**config.mk**
```make
export PLATFORM = sky130hd
export DESIGN_NAME = mode_cfg_bank
export DESIGN_NICKNAME = d
export VERILOG_FILES = /design/src/mode_cfg_pkg.sv /design/src/osc_prescaler.sv /design/src/mode_cfg_bank.sv
export SDC_FILE = /design/constraint.sdc
export NUM_CORES = 1
export LEC_CHECK = 0
export BUFFER_PORTS_ARGS = -buffer_cell sky130_fd_sc_hd__buf_4
export CORE_MARGIN = 4
export CORE_UTILIZATION = 52
export DETAILED_ROUTE_END_ITERATION = 8
export PLACE_DENSITY = 0.83
export SYNTH_ARGS = -nofsm -noshare
export SYNTH_HDL_FRONTEND = slang
export SYNTH_HIERARCHICAL = 1
export SYNTH_SLANG_ARGS = --single-unit
```
**constraint.sdc**
```tcl
create_clock -name sys_clk -period 2.03 [get_ports sys_clk]
set_input_delay 0.609 -clock sys_clk [delete_from_list [all_inputs] [get_ports sys_clk]]
set_output_delay 0.609 -clock sys_clk [all_outputs]
set_load 0.005 [all_outputs]
```
**src/mode_cfg_pkg.sv**
```systemverilog
// Constants, load targets and carrier types for the mode and port configuration bank.
// Assumes one 20 MHz oscillator clock and a core decoder that names the target of each load.

`default_nettype none

package mode_cfg_pkg;

    // -------------------------------------------------------------------
    // Widths and field positions
    // -------------------------------------------------------------------
    localparam int unsigned NIB_W        = 4;
    localparam int unsigned OPC_W        = 16;
    localparam int unsigned RAM_ADDR_W   = 7;
    localparam int unsigned PAGE_W       = 3;
    localparam int unsigned PAGE_SHIFT   = 4;

    localparam int unsigned T0_CLK_SEL   = 0;
    localparam int unsigned T0_RUN       = 3;
    localparam int unsigned T1_RATE_SEL  = 0;
    localparam int unsigned T1_SRC_SEL   = 1;
    localparam int unsigned T1_MFP_SEL   = 2;
    localparam int unsigned T1_RUN       = 3;
    localparam int unsigned DRV_A_OD     = 0;
    localparam int unsigned DRV_B_OD     = 1;
    localparam int unsigned DRV_C_PULL   = 2;
    localparam int unsigned DRV_D_PULL   = 3;

    // Reserved bits are masked away on load
    localparam logic [3:0] T0_MASK       = 4'h9;
    localparam logic [3:0] PAGE_MASK     = 4'h7;

    // -------------------------------------------------------------------
    // Reset values
    // -------------------------------------------------------------------
    localparam logic [3:0] ZERO_RST      = 4'h0;
    localparam logic [3:0] DIR_RST       = 4'hf;

    // -------------------------------------------------------------------
    // Clock rates
    // -------------------------------------------------------------------
    localparam int unsigned SYS_CLK_HZ   = 20_000_000;
    localparam int unsigned DIV_T0_FAST  = 4;
    localparam int unsigned DIV_T1_SLOW  = 64;
    localparam int unsigned DIV_T0_SLOW  = 1024;

    typedef enum logic [2:0] {
        TGT_TIMER0 = 3'h0,
        TGT_TIMER1 = 3'h1,
        TGT_PAGE   = 3'h2,
        TGT_PC_CHG = 3'h3,
        TGT_DRIVE  = 3'h4,
        TGT_DIR_A  = 3'h5,
        TGT_DIR_B  = 3'h6
    } load_target_type;

    typedef struct packed {
        logic                  en;
        load_target_type       target;
        logic [OPC_W-1:0]      opcode;
    } load_req_type;

    typedef struct packed {
        logic d_pullup;
        logic c_pullup;
        logic b_open_drain;
        logic a_open_drain;
    } drive_cfg_type;

endpackage : mode_cfg_pkg
`default_nettype wire

```
**src/osc_prescaler.sv**
```systemverilog
// Free-running oscillator prescaler giving one-cycle enable pulses.
// Assumes the oscillator clock is the only clock; all slower rates are enables.
`timescale 1ns/1ns
`default_nettype none

module osc_prescaler #(
    parameter int unsigned DIV_A = 4,
    parameter int unsigned DIV_B = 64,
    parameter int unsigned DIV_C = 1024
) (
    input  wire logic sys_clk,
    input  wire logic rstn,
    output var  logic tick_a,
    output var  logic tick_b,
    output var  logic tick_c
);

    localparam int unsigned CNT_W = $clog2(DIV_C);

    logic [CNT_W-1:0] cnt_r;

    // -------------------------------------------------------------------
    // Counter
    // -------------------------------------------------------------------
    // Power-of-two dividers share one counter, so all taps stay in phase
    always_ff @(posedge sys_clk) begin
        if (!rstn) begin
            cnt_r <= '0;
        end else begin
            cnt_r <= cnt_r + 1'b1;
        end
    end

    always_ff @(posedge sys_clk) begin
        if (!rstn) begin
            tick_a <= 1'b0;
            tick_b <= 1'b0;
            tick_c <= 1'b0;
        end else begin
            tick_a <= (cnt_r[$clog2(DIV_A)-1:0] == {$clog2(DIV_A){1'b1}});
            tick_b <= (cnt_r[$clog2(DIV_B)-1:0] == {$clog2(DIV_B){1'b1}});
            tick_c <= (cnt_r == {CNT_W{1'b1}});
        end
    end

endmodule : osc_prescaler
`default_nettype wire

```
**src/mode_cfg_bank.sv**
```systemverilog
// Write-only 4-bit mode registers loaded by load-immediate instructions.
// Assumes the core decoder presents one load request per machine cycle,
// and that port C pins and the timer1 pin clock arrive asynchronously.
`timescale 1ns/1ns
`default_nettype none

module mode_cfg_bank (
    input  wire logic                              sys_clk,
    input  wire logic                              rstn,
    input  wire mode_cfg_pkg::load_req_type        load_req,
    input  wire logic                              mfp_gen_wave,
    input  wire logic                              timer1_freq_out,
    input  wire logic                              port_c_pin0_clock_in,
    input  wire logic [mode_cfg_pkg::NIB_W-1:0]    port_c_in,
    input  wire logic [mode_cfg_pkg::NIB_W-1:0]    port_a_data,
    input  wire logic [mode_cfg_pkg::NIB_W-1:0]    port_b_data,
    output var  logic [mode_cfg_pkg::NIB_W-1:0]    timer0_mode,
    output var  logic [mode_cfg_pkg::NIB_W-1:0]    timer1_mode,
    output var  logic [mode_cfg_pkg::NIB_W-1:0]    indirect_page_select,
    output var  logic [mode_cfg_pkg::NIB_W-1:0]    port_c_change_enable,
    output var  mode_cfg_pkg::drive_cfg_type       port_drive_config,
    output var  logic [mode_cfg_pkg::NIB_W-1:0]    port_a_direction,
    output var  logic [mode_cfg_pkg::NIB_W-1:0]    port_b_direction,
    output var  logic                              timer0_count_en,
    output var  logic                              timer1_count_en,
    output var  logic                              modulated_freq_pin,
    output var  logic [mode_cfg_pkg::RAM_ADDR_W-1:0] indirect_page_base,
    output var  logic                              port_c_change_event,
    output var  logic [mode_cfg_pkg::NIB_W-1:0]    port_a_out,
    output var  logic [mode_cfg_pkg::NIB_W-1:0]    port_a_oe,
    output var  logic [mode_cfg_pkg::NIB_W-1:0]    port_b_out,
    output var  logic [mode_cfg_pkg::NIB_W-1:0]    port_b_oe
);

    logic [mode_cfg_pkg::NIB_W-1:0] imm;
    logic                           tick_div4;
    logic                           tick_div64;
    logic                           tick_div1024;
    logic                           t1_pin_s1_r;
    logic                           t1_pin_s2_r;
    logic                           t1_pin_prev_r;
    logic                           t1_pin_fall;
    logic                           t1_int_tick;
    logic [mode_cfg_pkg::NIB_W-1:0] pc_s1_r;
    logic [mode_cfg_pkg::NIB_W-1:0] pc_s2_r;
    logic [mode_cfg_pkg::NIB_W-1:0] pc_prev_r;
    logic [mode_cfg_pkg::NIB_W-1:0] pc_changed;

    // -------------------------------------------------------------------
    // Prescaler
    // -------------------------------------------------------------------
    osc_prescaler #(
        .DIV_A (mode_cfg_pkg::DIV_T0_FAST),
        .DIV_B (mode_cfg_pkg::DIV_T1_SLOW),
        .DIV_C (mode_cfg_pkg::DIV_T0_SLOW)
    ) u_prescaler (
        .sys_clk (sys_clk),
        .rstn    (rstn),
        .tick_a  (tick_div4),
        .tick_b  (tick_div64),
        .tick_c  (tick_div1024)
    );

    // -------------------------------------------------------------------
    // Register loads
    // -------------------------------------------------------------------
    assign imm = load_req.opcode[mode_cfg_pkg::NIB_W-1:0];

    always_ff @(posedge sys_clk) begin
        if (!rstn) begin
            timer0_mode <= mode_cfg_pkg::ZERO_RST;
        end else if (load_req.en && load_req.target == mode_cfg_pkg::TGT_TIMER0) begin
            timer0_mode <= imm & mode_cfg_pkg::T0_MASK;
        end
    end

    always_ff @(posedge sys_clk) begin
        if (!rstn) begin
            timer1_mode <= mode_cfg_pkg::ZERO_RST;
        end else if (load_req.en && load_req.target == mode_cfg_pkg::TGT_TIMER1) begin
            timer1_mode <= imm;
        end
    end

    always_ff @(posedge sys_clk) begin
        if (!rstn) begin
            indirect_page_select <= mode_cfg_pkg::ZERO_RST;
        end else if (load_req.en && load_req.target == mode_cfg_pkg::TGT_PAGE) begin
            indirect_page_select <= imm & mode_cfg_pkg::PAGE_MASK;
        end
    end

    always_ff @(posedge sys_clk) begin
        if (!rstn) begin
            port_c_change_enable <= mode_cfg_pkg::ZERO_RST;
        end else if (load_req.en && load_req.target == mode_cfg_pkg::TGT_PC_CHG) begin
            port_c_change_enable <= imm;
        end
    end

    always_ff @(posedge sys_clk) begin
        if (!rstn) begin
            port_drive_config <= mode_cfg_pkg::drive_cfg_type'(mode_cfg_pkg::ZERO_RST);
        end else if (load_req.en && load_req.target == mode_cfg_pkg::TGT_DRIVE) begin
            port_drive_config <= mode_cfg_pkg::drive_cfg_type'(imm);
        end
    end

    always_ff @(posedge sys_clk) begin
        if (!rstn) begin
            port_a_direction <= mode_cfg_pkg::DIR_RST;
            port_b_direction <= mode_cfg_pkg::DIR_RST;
        end else if (load_req.en) begin
            if (load_req.target == mode_cfg_pkg::TGT_DIR_A) begin
                port_a_direction <= imm;
            end
            if (load_req.target == mode_cfg_pkg::TGT_DIR_B) begin
                port_b_direction <= imm;
            end
        end
    end

    // -------------------------------------------------------------------
    // Timer clock selection
    // -------------------------------------------------------------------
    // The pin clock counts on its falling edge; the first synchroniser stage feeds only the second
    // No reset on the chain: it keeps tracking the pin, so release never shows a false edge
    // Limitation: reset must last three cycles for the chain to settle on the pin level
    always_ff @(posedge sys_clk) begin
        t1_pin_s1_r   <= port_c_pin0_clock_in;
        t1_pin_s2_r   <= t1_pin_s1_r;
        t1_pin_prev_r <= t1_pin_s2_r;
    end

    assign t1_pin_fall = t1_pin_prev_r & ~t1_pin_s2_r;
    assign t1_int_tick = timer1_mode[mode_cfg_pkg::T1_RATE_SEL] ? tick_div64 : 1'b1;

    always_ff @(posedge sys_clk) begin
        if (!rstn) begin
            timer0_count_en <= 1'b0;
        end else begin
            timer0_count_en <= timer0_mode[mode_cfg_pkg::T0_RUN]
                             & (timer0_mode[mode_cfg_pkg::T0_CLK_SEL] ? tick_div1024 : tick_div4);
        end
    end

    always_ff @(posedge sys_clk) begin
        if (!rstn) begin
            timer1_count_en <= 1'b0;
        end else begin
            timer1_count_en <= timer1_mode[mode_cfg_pkg::T1_RUN]
                             & (timer1_mode[mode_cfg_pkg::T1_SRC_SEL] ? t1_pin_fall : t1_int_tick);
        end
    end

    // -------------------------------------------------------------------
    // Output pin routing and page base
    // -------------------------------------------------------------------
    always_ff @(posedge sys_clk) begin
        if (!rstn) begin
            modulated_freq_pin <= 1'b0;
        end else begin
            modulated_freq_pin <= timer1_mode[mode_cfg_pkg::T1_MFP_SEL] ? timer1_freq_out : mfp_gen_wave;
        end
    end

    always_ff @(posedge sys_clk) begin
        if (!rstn) begin
            indirect_page_base <= '0;
        end else begin
            indirect_page_base <= {indirect_page_select[mode_cfg_pkg::PAGE_W-1:0],
                                   {mode_cfg_pkg::PAGE_SHIFT{1'b0}}};
        end
    end

    // -------------------------------------------------------------------
    // Port C change detection
    // -------------------------------------------------------------------
    // Previous value is always tracked, so enabling a pin never reports a stale change
    // Not reset either: a pulled-high pin must not look like a change just after reset
    always_ff @(posedge sys_clk) begin
        pc_s1_r   <= port_c_in;
        pc_s2_r   <= pc_s1_r;
        pc_prev_r <= pc_s2_r;
    end

    assign pc_changed = (pc_s2_r ^ pc_prev_r) & port_c_change_enable;

    always_ff @(posedge sys_clk) begin
        if (!rstn) begin
            port_c_change_event <= 1'b0;
        end else begin
            port_c_change_event <= |pc_changed;
        end
    end

    // -------------------------------------------------------------------
    // Port A and B pad control
    // -------------------------------------------------------------------
    // Open-drain pins only drive low; a high bit releases the pad
    genvar gi;
    generate
        for (gi = 0; gi < mode_cfg_pkg::NIB_W; gi++) begin : g_pad
            always_ff @(posedge sys_clk) begin
                if (!rstn) begin
                    port_a_out[gi] <= 1'b0;
                    port_a_oe[gi]  <= 1'b0;
                    port_b_out[gi] <= 1'b0;
                    port_b_oe[gi]  <= 1'b0;
                end else begin
                    port_a_out[gi] <= port_a_data[gi];
                    port_a_oe[gi]  <= ~port_a_direction[gi]
                                    & ~(port_drive_config.a_open_drain & port_a_data[gi]);
                    port_b_out[gi] <= port_b_data[gi];
                    port_b_oe[gi]  <= ~port_b_direction[gi]
                                    & ~(port_drive_config.b_open_drain & port_b_data[gi]);
                end
            end
        end
    endgenerate
endmodule : mode_cfg_bank
`default_nettype wire

```
; Word level (Yosys, flattened, before mapping)
; Cells that the tools add are included.
[classes]
add_sub_neg = 1
n_mul = 0
div_mod_pow = 0
order_cmp = 0
eq_ne = 9
shifts = 0
n_mux = 4
bitwise_logic = 38
reduce_logical = 9
[op_table]
columns = op, count
row1 = $and A1 B1 Y1, 19
row2 = $not A1 Y1, 17
row3 = $add A10 B1 Y10 const B, 1
row4 = $eq A10 B10 Y1 const B, 1
row5 = $eq A3 B3 Y1 const B, 3
row6 = $eq A3 B2 Y1 const B, 2
row7 = $eq A6 B6 Y1 const B, 1
row8 = $logic_and A1 B1 Y1, 5
row9 = $and A4 B4 Y4, 1
row10 = $mux W1, 4
row11 = $reduce_and A2 Y1, 2
row12 = $reduce_or A4 Y1, 1
row13 = $xor A4 B4 Y4, 1
row14 = $eq A3 B1 Y1 const B, 1
row15 = $logic_not A3 Y1, 1
row16 = $eq A2 B2 Y1 const B, 1
[word_totals]
register_bits = 80
latch_bits = 0
mem_bits_rw = 0
rom_bits = 0
input_bits = 37
output_inout_bits = 55
wordCells = 103
n_memories = 0

; Logic depth before layout (Yosys ltp)
; Gate-level depths: netlist of the first run.
[logic_depth]
depth_word = 4
mapped_depth = 5
ltp_nobuf = 4

; Modules after synthesis
; Netlist of the first run, hierarchy kept.
[modules_own_cells]
columns = mod, instances, cells_per_inst, area_each_um2, seq_area_each_um2
row1 = mode_cfg_bank, 1, 173, 2034.5, 1261.2
row2 = osc_prescaler, 1, 50, 493.0, 260.2

; Worst setup path after synthesis of the first run
; No wires, ideal clock.
[synth_timing]
kind = input to register
startpoint = in load_req[16] in the netlist's numbering
endpoint = reg port_drive_config[0] in the netlist's numbering
setup_time_ns = 0.128
t_arrival_ns = 1.392
required_time_ns = 1.902
path_slack_ns = 0.511
cell_stages = 5
path_buffers = 2
cell_sequence = buf_2 -> nor4bb_1 -> buf_4 -> mux2i_1 -> nor2_1
[synth_between]
elab_chain_cells = 2
[synth_lines]
columns = item, line
row1 = start: declaration, mode_cfg_bank.sv:10  ; input wire mode_cfg_pkg::load_req_type load_req,
row2 = $eq A3 B3 Y1, mode_cfg_bank.sv:104  ; end else if (load_req.en && load_req.target == mode_cfg_pkg::TGT_DRIVE) begin
row3 = $logic_and A1 B1 Y1, mode_cfg_bank.sv:104
row4 = end signal: assignment, mode_cfg_bank.sv:103  ; port_drive_config <= mode_cfg_pkg::drive_cfg_type'(mode_cfg_pkg::ZERO_RST);
row5 = end signal: assignment, mode_cfg_bank.sv:105  ; port_drive_config <= mode_cfg_pkg::drive_cfg_type'(imm);
row6 = end: declaration, mode_cfg_bank.sv:21  ; output var mode_cfg_pkg::drive_cfg_type port_drive_config,
; No other way between the ends.
; A chain may end at the register's enable or synchronous reset.

; Final worst setup path of the first run
[layout_timing]
startpoint = reg port_drive_config[1] in the netlist's numbering
endpoint = out port_drive_config[1] in the netlist's numbering
; No word-level cell between the ends.

==> impl_results.md, run 1 <==
- Diodes inserted: 0
- Die width: between 70 and 80 um
- DIE AREA: approximately 0.006 mm2
- IO buf count: 72
- Critical-path cell list: buf_4
- Max VDD drop: 0.0005301 V
- Setup Skew: about 6.7 ps
- Synth warn: 6
- Register area share after synthesis: 60.20%
- WP buf/inv: 1
- GRT Resource Usage Total: about 18%
- First-pass GRT wire length: 8383 um
- Design Power: ~0.0029 W
- Startpoint Class: flip-flop
- Crit end category: output pin
- Endpoints failing setup: 0
- P&R area growth vs syn: 30.94%
- CP max stage delay: around 450 ps
- Power per Cell Area: approximately 870 mW/mm2
- CTS tree: built
- Slew Limit Fails: 0
- Max Fclk: 0.6406 GHz
- Leak pwr: 1.460 nW
- Final estimated routing congestion in global placement: about 0.75
- Max-cap viol count: 0
- CTS Sinks: 76
- Final Hold Viols: 0
- Non-filler cells, final: around 370
- Max Used Layer: met4
- Syn_area_per_cell: ~11 um2
- Nets: roughly 340
- Layout fillers: 363
- Drt wl/cell: around 14 um
- Vias in the first global route: ~1700
- Worst EP required: 1420 ps
- Clk_lat worst skew: 340 ps
- Maximum fanout along the worst path: 6
- Cell variety after synth: 32
- Largest net degree at the start of global routing: 26
- Post-CTS Resized: 0
- Grt total ovfl: 0
- H-tree depth: 3
- Total CTS buffers: 9
- Starting Density: between 50% and 60%
- Share of cells above drive strength 1: around a third
- HPWL after detailed placement: approximately 3500 um
- Post-Route WL: approximately 5000 um
- Worst path top cell family by delay: flip-flops
- Antenna-violating nets left: 0
- Setup TNS: 0 ps
- Avg Vias per Cell: approximately 4.9
- RSZ-0062 raised after global routing: false
- DP Cell Count: around 360
- DR DRC count: 0
- WS Path Type: reg -> out
- Maximum clock insertion buffer count: 2
- Routed met3 length: between 300 and 400 um
- Final worst-path cycle share: approximately 77%
- CP Data Arrival Time: between 900 and 1000 ps
- Hold crit path type: reg -> reg
- Setup bufs post-CTS: 0
- Drt initial violations: between 100 and 150
- Max stage delay cell, worst path: dfxtp_1
- Post-route minimum period: around 1600 ps
- Root Buffer: clkbuf_8
- Status: finished clean
- Vias: between 1500 and 2000
- Core Area: between 0.004 and 0.005 mm2
- Initial antenna violation count: 0
- Number of I/O pins: 92
- #FFs+latches synth: 76
- Post-synthesis instance total: about 220
- Drt pass-1 iters: 4
- Clk slew on worst S/H paths: approximately 70 ps
- Metal2 WL: about 2300 um
- Die Span Y: approximately 78 um
- Rows: 25
- Post-Syn Area: approximately 0.0025 mm2
- WL met1: around 2200 um
- Post-CTS Hold Fix Bufs: 0
-- final cells by class --
type	count	area (um2)	area share [%]
Tap cell	67	83.83	2.533
Sequential cell	76	1521	45.97
Timing Repair Buffer	76	570.5	17.24
Inverter	4	15.01	0.4537
Clock inverter	5	50.05	1.512
Clock buffer	11	151.4	4.575
Multi-Input combinational cell	133	917.1	27.71
-- cells in the mapped netlist, drive strengths merged --
| cell type | number | area [um2] |
|---|---|---|
| a211oi | 9 | 67.56 |
| nor4bb | 1 | 10.01 |
| and4bb | 2 | 25.02 |
| nor3 | 1 | 5.000 |
| or4 | 3 | 22.52 |
| xor2 | 6 | 52.55 |
| o31ai | 3 | 22.52 |
| ha | 1 | 12.51 |
| and2 | 13 | 81.33 |
| nand3 | 4 | 37.54 |
| buf | 11 | 77.57 |
| dfxtp | 76 | 1521 |
| nor4b | 1 | 23.77 |
| nor3b | 2 | 15.01 |
| clkbuf | 5 | 18.77 |
| nor2 | 23 | 86.33 |
| a21oi | 6 | 30.03 |
| inv | 2 | 7.510 |
| a22oi | 2 | 15.01 |
| conb | 1 | 3.750 |
| xnor2 | 1 | 8.760 |
| clkinv | 2 | 7.510 |
| mux2i | 27 | 270.3 |
| nand4b | 3 | 26.28 |
| or3 | 2 | 13.77 |
| o21ai | 2 | 10.01 |
| nand2b | 1 | 6.260 |
| nand2 | 13 | 48.80 |
-- through the flow --
stage                     cell area (um2)  utilization [%]  setup WS [ps]  hold WS (ps)
final                                3309            70.07          469.0         328.1
after global routing                 3309            70.07          409.0         340.0
after CTS                            3309            70.07          448.4         328.0
after detailed placement             3108            65.80          407.9         312.1
after global placement               3108            65.80          420.0         311.0
after floorplan                      2550                -          510.5         309.6
-- power by group --
group | internal, W | leakage, nW | switching (W)
Clock | 0.000626 | 0.109 | 0.000510
Combinational | 0.0000957 | 0.728 | 0.0000782
Sequential | 0.00154 | 0.623 | 0.0000252
Total | 0.00226 | 1.46 | 0.000613
-- metal layers --
| layer | vias up | global-route usage, % |
|---|---|---|
| li1 | 908 | - |
| met1 | 829 | 21.71 |
| met2 | 63 | 28.77 |
| met3 | 10 | 5.916 |
| met4 | 0 | 11.57 |
| met5 | - | 0 |
-- cell usage in the layout, fill, tap and decap left out, types with 6 or more instances in the layout --
cell type / n
xor2_1: 6
dfxtp_1: 76
nand2_1: 13
clkbuf_8: 11
buf_4: 76
a211oi_1: 9
a21oi_1: 6
and2_1: 13
nor2_1: 23
conb_1: 7
mux2i_1: 27
-- final timing paths --
path              slack [ps]              endpoint  cells past startpoint            startpoint
setup / recovery         470  port_drive_config[1]                      1  port_drive_config[1]
hold / removal           330            pc_s2_r[0]                      0            pc_s1_r[0]
setup reg to reg         550  u_prescaler/cnt_r[8]                      4  u_prescaler/cnt_r[0]
hold reg to reg          330            pc_s2_r[0]                      0            pc_s1_r[0]
-- registers in the layout, summed over array words and instances (netlist names), 2 cells and up --
| signal | count |
|---|---|
| indirect_page_base | 3 |
| indirect_page_select | 3 |
| pc_prev_r | 4 |
| pc_s1_r | 4 |
| pc_s2_r | 4 |
| port_a_direction | 4 |
| port_a_oe | 4 |
| port_a_out | 4 |
| port_b_direction | 4 |
| port_b_oe | 4 |
| port_b_out | 4 |
| port_c_change_enable | 4 |
| port_drive_config | 4 |
| timer0_mode | 2 |
| timer1_mode | 4 |
| u_prescaler/cnt_r | 10 |
-- logic make-up (layout without fill, tap and decap cells) --
logic type      Yosys count  count (layout)  synth area share [%]
compound gates           22              22                 5.742
xor+xnor                  7               7                 2.426
fa+ha+maj                 1               1                0.4950
buf+inv                  20              96                 4.406
flops                    76              76                 60.20
mux                      27              27                 10.69
other cells               1               7                0.1484
simple gates             69              69                 15.89
Note: power is estimated with default switching activity, not from simulation.
==> run 2, diff against run 1 <==
Settings changed: ABC_AREA set to 1, CORE_UTILIZATION 52 to 44, PLACE_DENSITY 0.83 to 0.75.
Clock period 2.03 ns to 1.39 ns, I/O delays scaled along.
==> run 2 against run 1 <==
Final cell count up 24%. Global-route usage down 2.7 points. Hold slack worse by 160 ps. Clock-buffer cell count down 2. Register-to-register slack worse by 300 ps. Clock power up 90%. Core utilization down 8.7 points. Combinational power up 75%. Area after synthesis up 3.6%. Sequential share of layout area down 2.0 points. Flip-flop and latch count unchanged. Critical path depth unchanged. Critical path type unchanged.
==> impl_results.md, run 2 <==
- Worst EP required: 970 ps (was 1420 ps)
- RR Endpoint: u_prescaler/cnt_r[8] (unchanged)
- Worst Setup SP: port_drive_config[0] (was port_drive_config[1])
- Reg2reg setup slack: 250 ps (was 550 ps)
- CP max stage delay: 400 ps (was 450 ps)
- Main synth FF type: dfxtp_1 (unchanged)
- Total CTS buffers: 9 (unchanged)
- Clk slew on worst S/H paths: 80 ps (was 70 ps)
- Largest family of logic cells by synthesized area: simple AND/OR/NAND/NOR gates (unchanged)
- Grt total ovfl: 0 (unchanged)
- Largest register by flop count: u_prescaler/cnt_r (unchanged)
- Antenna-violating nets left: 0 (unchanged)
- Starting Density: 46.42% (was 53.51%)
- Post-synthesis instance total: 310 (was 223)
- Final worst-path cycle share: between 90% and 100%
- Max reg flops: 10 (unchanged)
- Post-route minimum period: 1303 ps
- Post-CTS Hold Fix Bufs: 0 (unchanged)
- Max VDD drop: 0.0008885 V (was 0.0005301 V)
- Drt wl/cell: 11.76 um (was 13.52 um)
- Async SR Flop Fraction: 0% (unchanged)
- CTS Sinks: 76 (unchanged)
- Final Core Density: 61.34% (was 70.07%)
- Rows: 27 (was 25)
- Final Hold Viols: 0 (unchanged)
- CTS tree: built (unchanged)
- Syn_area_per_cell: 8.448 um2 (was 11.33 um2)
- EDFF count, synth: 0 (unchanged)
- Leak pwr: 1.683 nW (was 1.460 nW)
- Max stage delay cell, worst path: dfxtp_2 (was dfxtp_1)
- Crit end category: output pin (unchanged)
- Vias in the first global route: 1967 (was 1663)
- Synth warn: 6 (unchanged)
- Critical Path Sink: port_drive_config[0] (was port_drive_config[1])
- Maximum fanout along the worst path: 6 (unchanged)
- Xor and xnor fraction of the mapped netlist area: 0.3344% (was 2.426%)
- P&R area growth vs syn: 32.15% (was 30.94%)
- GRT Resource Usage Total: 15.71% (was 18.38%)
- Most frequent cell after synthesis: dfxtp_1 (unchanged)
- Synth cell count leaders: 76 x dfxtp_1, 64 x nand2_1, 40 x nor2_1 (was 76 x dfxtp_1, 27 x mux2i_1, 23 x nor2_1)
- IO buf count: 72 (unchanged)
- Die Span Y: 85.15 um (was 77.72 um)
- Clk_lat worst skew: 350 ps (was 340 ps)
- Root Buffer: clkbuf_8 (unchanged)
- Adder-cell share of the synthesized area: 0.4778% (was 0.4950%)
- R2R Path Start: u_prescaler/cnt_r[0] (unchanged)
- Nets: 425 (was 338)
- Diodes inserted: 0 (unchanged)
- Maximum clock insertion buffer count: 2 (unchanged)
- Layout fillers: 491 (was 363)
- Core Area: 0.005642 mm2 (was 0.004723 mm2)
- Max Fclk: between 0.7 and 0.8 GHz
- Design Power: 0.004766 W (was 0.002871 W)
- First-pass GRT wire length: 8990 um (was 8383 um)
- HPWL after detailed placement: 3904 um (was 3480 um)
- Post-Route WL: 5443 um (was 5028 um)
- WP buf/inv: 1 (unchanged)
- Register area share after synthesis: 58.10% (was 60.20%)
- Drt pass-1 iters: 4 (unchanged)
- RSZ-0062 raised after global routing: false (unchanged)
- Cells on worst reg2reg path: 6 (was 4)
- Setup Skew: 11.63 ps (was 6.671 ps)
- Post-Synth Simple-Gate Area: 22.84% (was 15.89%)
- Top cell type's share of synthesized area: 58.10% (was 60.20%)
- Critical-path cell list: buf_4 (unchanged)
- Compound-cell area share of the yosys netlist: 8.361% (was 5.743%)
- DIE AREA: 0.007250 mm2 (was 0.006040 mm2)
- Hold crit path type: in -> reg (was reg -> reg)
- Vias: 2157 (was 1810)
- Leading area contributor after synthesis: dfxtp_1 (unchanged)
- Initial antenna violation count: 0 (unchanged)
- Post-synthesis mux area share: 0% (was 10.69%)
- Startpoint Class: flip-flop (unchanged)
- Commonest cells after routing, fill and taps aside: 75 x dfxtp_1, 75 x buf_4, 64 x nand2_1 (was 76 x dfxtp_1, 76 x buf_4, 27 x mux2i_1)
- Final estimated routing congestion in global placement: 0.7447 (was 0.7496)
- Ranking of synthesized cells by area: dfxtp_1 58%, nand2_1 9.2%, nor2_1 5.7% (was dfxtp_1 60%, mux2i_1 11%, nor2_1 3.4%)
- Drt initial violations: 75 (was 130)
- CP Data Arrival Time: 890 ps (was 950 ps)
- Worst path top cell family by delay: flip-flops (unchanged)
- Area of the multi-input gates: 864.6 um2 (was 917.1 um2)
- Cell variety after synth: 27 (was 32)
- Max-cap viol count: 0 (unchanged)
- Die width: 85.15 um (was 77.72 um)
- Reg area: 0.001523 mm2 (was 0.001521 mm2)
- Post-Syn Area: 0.002619 mm2 (was 0.002527 mm2)
- WS Path Type: reg -> out (unchanged)
- Slew Limit Fails: 0 (unchanged)
- Power per Cell Area: 1377 mW/mm2 (was 867.4 mW/mm2)
- Setup TNS: 0 ps (unchanged)
- #FFs+latches synth: 76 (unchanged)
- Status: finished clean (unchanged)
- DR DRC count: 0 (unchanged)
- Number of I/O pins: 92 (unchanged)
- Endpoints failing setup: 0 (unchanged)
- Largest net degree at the start of global routing: 21 (was 26)
- Avg Vias per Cell: 4.659 (was 4.866)
- Cell count along the critical path: 1 (unchanged)
- H-tree depth: 3 (unchanged)
- Share of cells above drive strength 1: 27.88% (was 31.48%)
## run 2: repair_timing
action / in CTS / in global routing
gates resized for setup: 1 / 0
endpoints found under the setup margin: 1 / 0
endpoints found under the hold margin: 0 / 0
setup buffers: 0 / 0
## run 2: how the worst min path moves through the flow
stage	depth (start not counted)	endpoint	slack [ps]	start
detailed placement	0	pc_s2_r[1]	310	pc_s1_r[1]
floorplan	0	pc_s2_r[0]	310	pc_s1_r[0]
global placement	0	t1_pin_s2_r	310	t1_pin_s1_r
global route	1	pc_s1_r[1]	150	port_c_in[1]
finish	1	pc_s1_r[0]	170	port_c_in[0]
CTS	1	pc_s1_r[0]	150	port_c_in[0]
## run 2: area by class of cell
class | instances | share of cell area [%]
clock buffer | 9 | 3.579
clock inverter | 6 | 3.977
inverter | 42 | 4.591
multi-input combinational | 183 | 24.98
sequential | 76 | 44.00
tap | 72 | 2.603
timing repair buffer | 75 | 16.27
## run 2: cell families after synthesis
group	after synthesis
and+or+nand+nor	136
DFF	76
buffers and inverters	57
AOI/OAI and AO/OA	38
xor gates and xnor gates	1
adders and majority gates	1
other	1
## run 2: per-stage QoR
step | instances | instance area [um2] | setup slack [ps] | hold WS [ps]
after detailed placement | 448 | 3198 | 141.4 | 312.1
after global routing | 463 | 3461 | 48.19 | 150.8
after CTS | 463 | 3461 | 67.73 | 150.8
after floorplan | 316 | 2641 | 270.7 | 309.6
final | 463 | 3461 | 86.69 | 169.1
after global placement | 448 | 3198 | 175.6 | 310.9
## run 2: metal layers
metal	vias up	track usage, %	routed length, um
met5	-	0	0
met4	0	7.626	123
met3	13	7.087	655
met2	85	23.59	2336
met1	942	19.07	2328
li1	1117	-	-
## run 2: where the power goes
part	total, W	switching, W	internal [W]
clock	0.00217	0.000796	0.00137
combinational	0.000304	0.000154	0.000150
sequential	0.00230	0.0000431	0.00225
total	0.00477	0.000993	0.00377
==> run 3, diff against run 2 <==
Settings changed: CORE_ASPECT_RATIO set to 0.9.
==> run 3 against run 2 <==
Die area about the same. Combinational power barely moved. Maximum frequency is 1.1% higher. Flip-flop and latch count did not move. Non-clock buffer count is the same. Critical path depth unchanged. Hold slack improved by 9.9 ps. First-iteration DRC count increased by 37%. Sequential power hardly changed. Largest power group unchanged.
==> impl_results.md, run 3 (synthesis gave the netlist of run 2 again) <==
- Setup bufs post-CTS: 0 (unchanged)
- Cell-internal power: 0.003693 W (was 0.003773 W)
- CTS tree: built (unchanged)
- R2R Path Start: u_prescaler/cnt_r[0] (unchanged)
- Cells on worst reg2reg path: 5 (was 6)
- Max-cap viol count: 0 (unchanged)
- Final instance area: 0.003447 mm2 (was 0.003461 mm2)
- Max VDD drop: 0.0008316 V (was 0.0008885 V)
- Starting Density: 45.74% (was 46.42%)
- Core Area: 0.005725 mm2 (was 0.005642 mm2)
- Diodes inserted: 0 (unchanged)
- Worst EP required: 970 ps (about the same)
- Initial antenna violation count: 0 (unchanged)
- P&R area growth vs syn: 31.63% (was 32.15%)
- WS Path Type: reg -> out (unchanged)
- Setup Skew: 6.727 ps (was 11.63 ps)
- Comb power frac: 6.6% (was 6.4%)
- RR Endpoint: u_prescaler/cnt_r[6] (was u_prescaler/cnt_r[8])
- Number of I/O pins: 92 (unchanged)
- IO buf count: 72 (unchanged)
- WP buf/inv: 1 (unchanged)
- Crit end category: output pin (unchanged)
- Post-Route WL: 5241 um (was 5443 um)
- Busiest grt layer: met2 (unchanged)
- Worst path top cell family by delay: flip-flops (unchanged)
- Rows: 26 (was 27)
- Leak pwr: 1.680 nW (was 1.683 nW)
- Drt wl/cell: 11.34 um (was 11.76 um)
- DIE AREA: 0.007252 mm2 (was 0.007250 mm2)
- Setup TNS: 0 ps (unchanged)
- Psw: 0.0009342 W (was 0.0009927 W)
- HPWL after detailed placement: 3904 um (about the same)
- Die width: 89.32 um (was 85.15 um)
- First-pass GRT wire length: 8052 um (was 8990 um)
- Root Buffer: clkbuf_8 (unchanged)
- Met2 usage: 25.11% (was 23.59%)
- Share of cells above drive strength 1: 27.81% (was 27.88%)
- Worst hold margin: 179.0 ps (was 169.1 ps)
- GRT Resource Usage Total: 14.72% (was 15.71%)
- Final estimated routing congestion in global placement: 0.7306 (was 0.7447)
- Slew Limit Fails: 0 (unchanged)
- Post-DP Area: 0.003196 mm2 (was 0.003198 mm2)
- Die Span Y: 81.19 um (was 85.15 um)
- Critical Path Sink: timer0_mode[0] (was port_drive_config[0])
- Max reg flops: 10 (unchanged)
- Power per Cell Area: 1342 mW/mm2 (was 1377 mW/mm2)
- Reg2reg setup slack: 260 ps (was 250 ps)
- Antenna-violating nets left: 0 (unchanged)
- CP Data Arrival Time: 870 ps (was 890 ps)
- Clock power frac: 43.8% (was 45.4%)
- Post-route minimum period: 1289 ps (was 1303 ps)
- Avg Vias per Cell: 4.535 (was 4.659)
- Drt pass-1 iters: 4 (unchanged)
- Seq pwr share: 49.6% (was 48.2%)
- Endpoints failing setup: 0 (unchanged)
- Total CTS buffers: 9 (unchanged)
- Met3 usage: 6.389% (was 7.087%)
- DR DRC count: 0 (unchanged)
- Largest net degree at the start of global routing: 26 (was 21)
- Clk_lat worst skew: 340 ps (was 350 ps)
- Vias: 2095 (was 2157)
- RSZ-0062 raised after global routing: false (unchanged)
- Critical-path cell list: buf_4 (unchanged)
- Slack of the critical path: 101.4 ps (was 86.69 ps)
- Maximum fanout along the worst path: 4 (was 6)
- Grt total ovfl: 0 (unchanged)
- Clk slew on worst S/H paths: 70 ps (was 80 ps)
- CTS Sinks: 76 (unchanged)
- H-tree depth: 3 (unchanged)
- Design Power: 0.004627 W (was 0.004766 W)
- Commonest cells after routing, fill and taps aside: 75 x dfxtp_1, 75 x buf_4, 64 x nand2_1 (unchanged)
- Largest register by flop count: u_prescaler/cnt_r (unchanged)
- Max Fclk: 0.7761 GHz (was 0.7673 GHz)
- Drt initial violations: 103 (was 75)
- Hold crit path type: in -> reg (unchanged)
- Sw frac: 20.19% (was 20.83%)
- Layout fillers: 528 (was 491)
- Post-CTS Hold Fix Bufs: 0 (unchanged)
- CP max stage delay: 390 ps (was 400 ps)
- Final worst-path cycle share: 92.70% (was 93.76%)
- GRT met1 Usage: 15.76% (was 19.07%)
- Setup slack at placement: 132.7 ps (was 141.4 ps)
- Vias in the first global route: 1836 (was 1967)
- Final Hold Viols: 0 (unchanged)
- Status: finished clean (unchanged)
- Startpoint Class: flip-flop (unchanged)
- Nets: 425 (unchanged)
- Worst Setup SP: timer0_mode[0] (was port_drive_config[0])
- Cell count along the critical path: 1 (unchanged)
- Maximum clock insertion buffer count: 2 (unchanged)
- Max stage delay cell, worst path: dfxtp_1 (was dfxtp_2)
==> run 3: cell types whose count changed in the layout (fill, tap and decap cells not counted), sizes merged <==
| cell | delta |
|---|---|
| bufinv | -1 |
| clkinv | -1 |
| clkbuf | +3 |
==> run 3: worst min path at each step <==
stage | cells after the start | start | slack (ps) | end
6_report | 1 | port_c_in[3] | 180 | pc_s1_r[3]
2_1_floorplan | 0 | pc_s1_r[0] | 310 | pc_s2_r[0]
4_1_cts | 1 | port_c_in[3] | 150 | pc_s1_r[3]
3_5_place_dp | 0 | pc_s1_r[3] | 310 | pc_s2_r[3]
5_1_grt | 1 | port_c_in[0] | 150 | pc_s1_r[0]
3_3_place_gp | 0 | t1_pin_s1_r | 310 | t1_pin_s2_r
==> run 3: repair_timing <==
| action | CTS | global route |
|---|---|---|
| endpoints found under the setup margin | 0 | 1 |
| resized for setup | 0 | 1 |
| endpoints found under the hold margin | 0 | 0 |
==> run 3: power by group through the flow <==
stage                     Clock [W]  Combinational [W]  Sequential [W]
after floorplan                   0           0.000155         0.00235
after global placement            0           0.000298         0.00234
after detailed placement          0           0.000307         0.00235
after CTS                   0.00208           0.000308         0.00230
after global routing        0.00217           0.000340         0.00230
final                       0.00203           0.000303         0.00230
==> run 3: stage by stage <==
step                utilization (%)  instances
floorplan                         -        316
finish                        60.21        462
detailed placement            55.81        446
global placement              55.81        446
global route                  60.21        462
CTS                           60.18        462
==> run 3: metal layers <==
layer | wire [um] | up-vias
met4 | 85 | 0
met3 | 471 | 8
met5 | 0 | -
li1 | - | 1109
met1 | 2216 | 915
met2 | 2468 | 63
==> run 3: final cells by class <==
| class | count | area (um2) | share of cell area [%] |
|---|---|---|---|
| tap | 70 | 87.58 | 2.541 |
| multi-input combinational | 183 | 864.6 | 25.08 |
| clock inverter | 4 | 95.09 | 2.759 |
| timing repair buffer | 75 | 563.0 | 16.33 |
| inverter | 42 | 158.9 | 4.610 |
| clock buffer | 12 | 155.1 | 4.501 |
| sequential | 76 | 1523 | 44.17 |
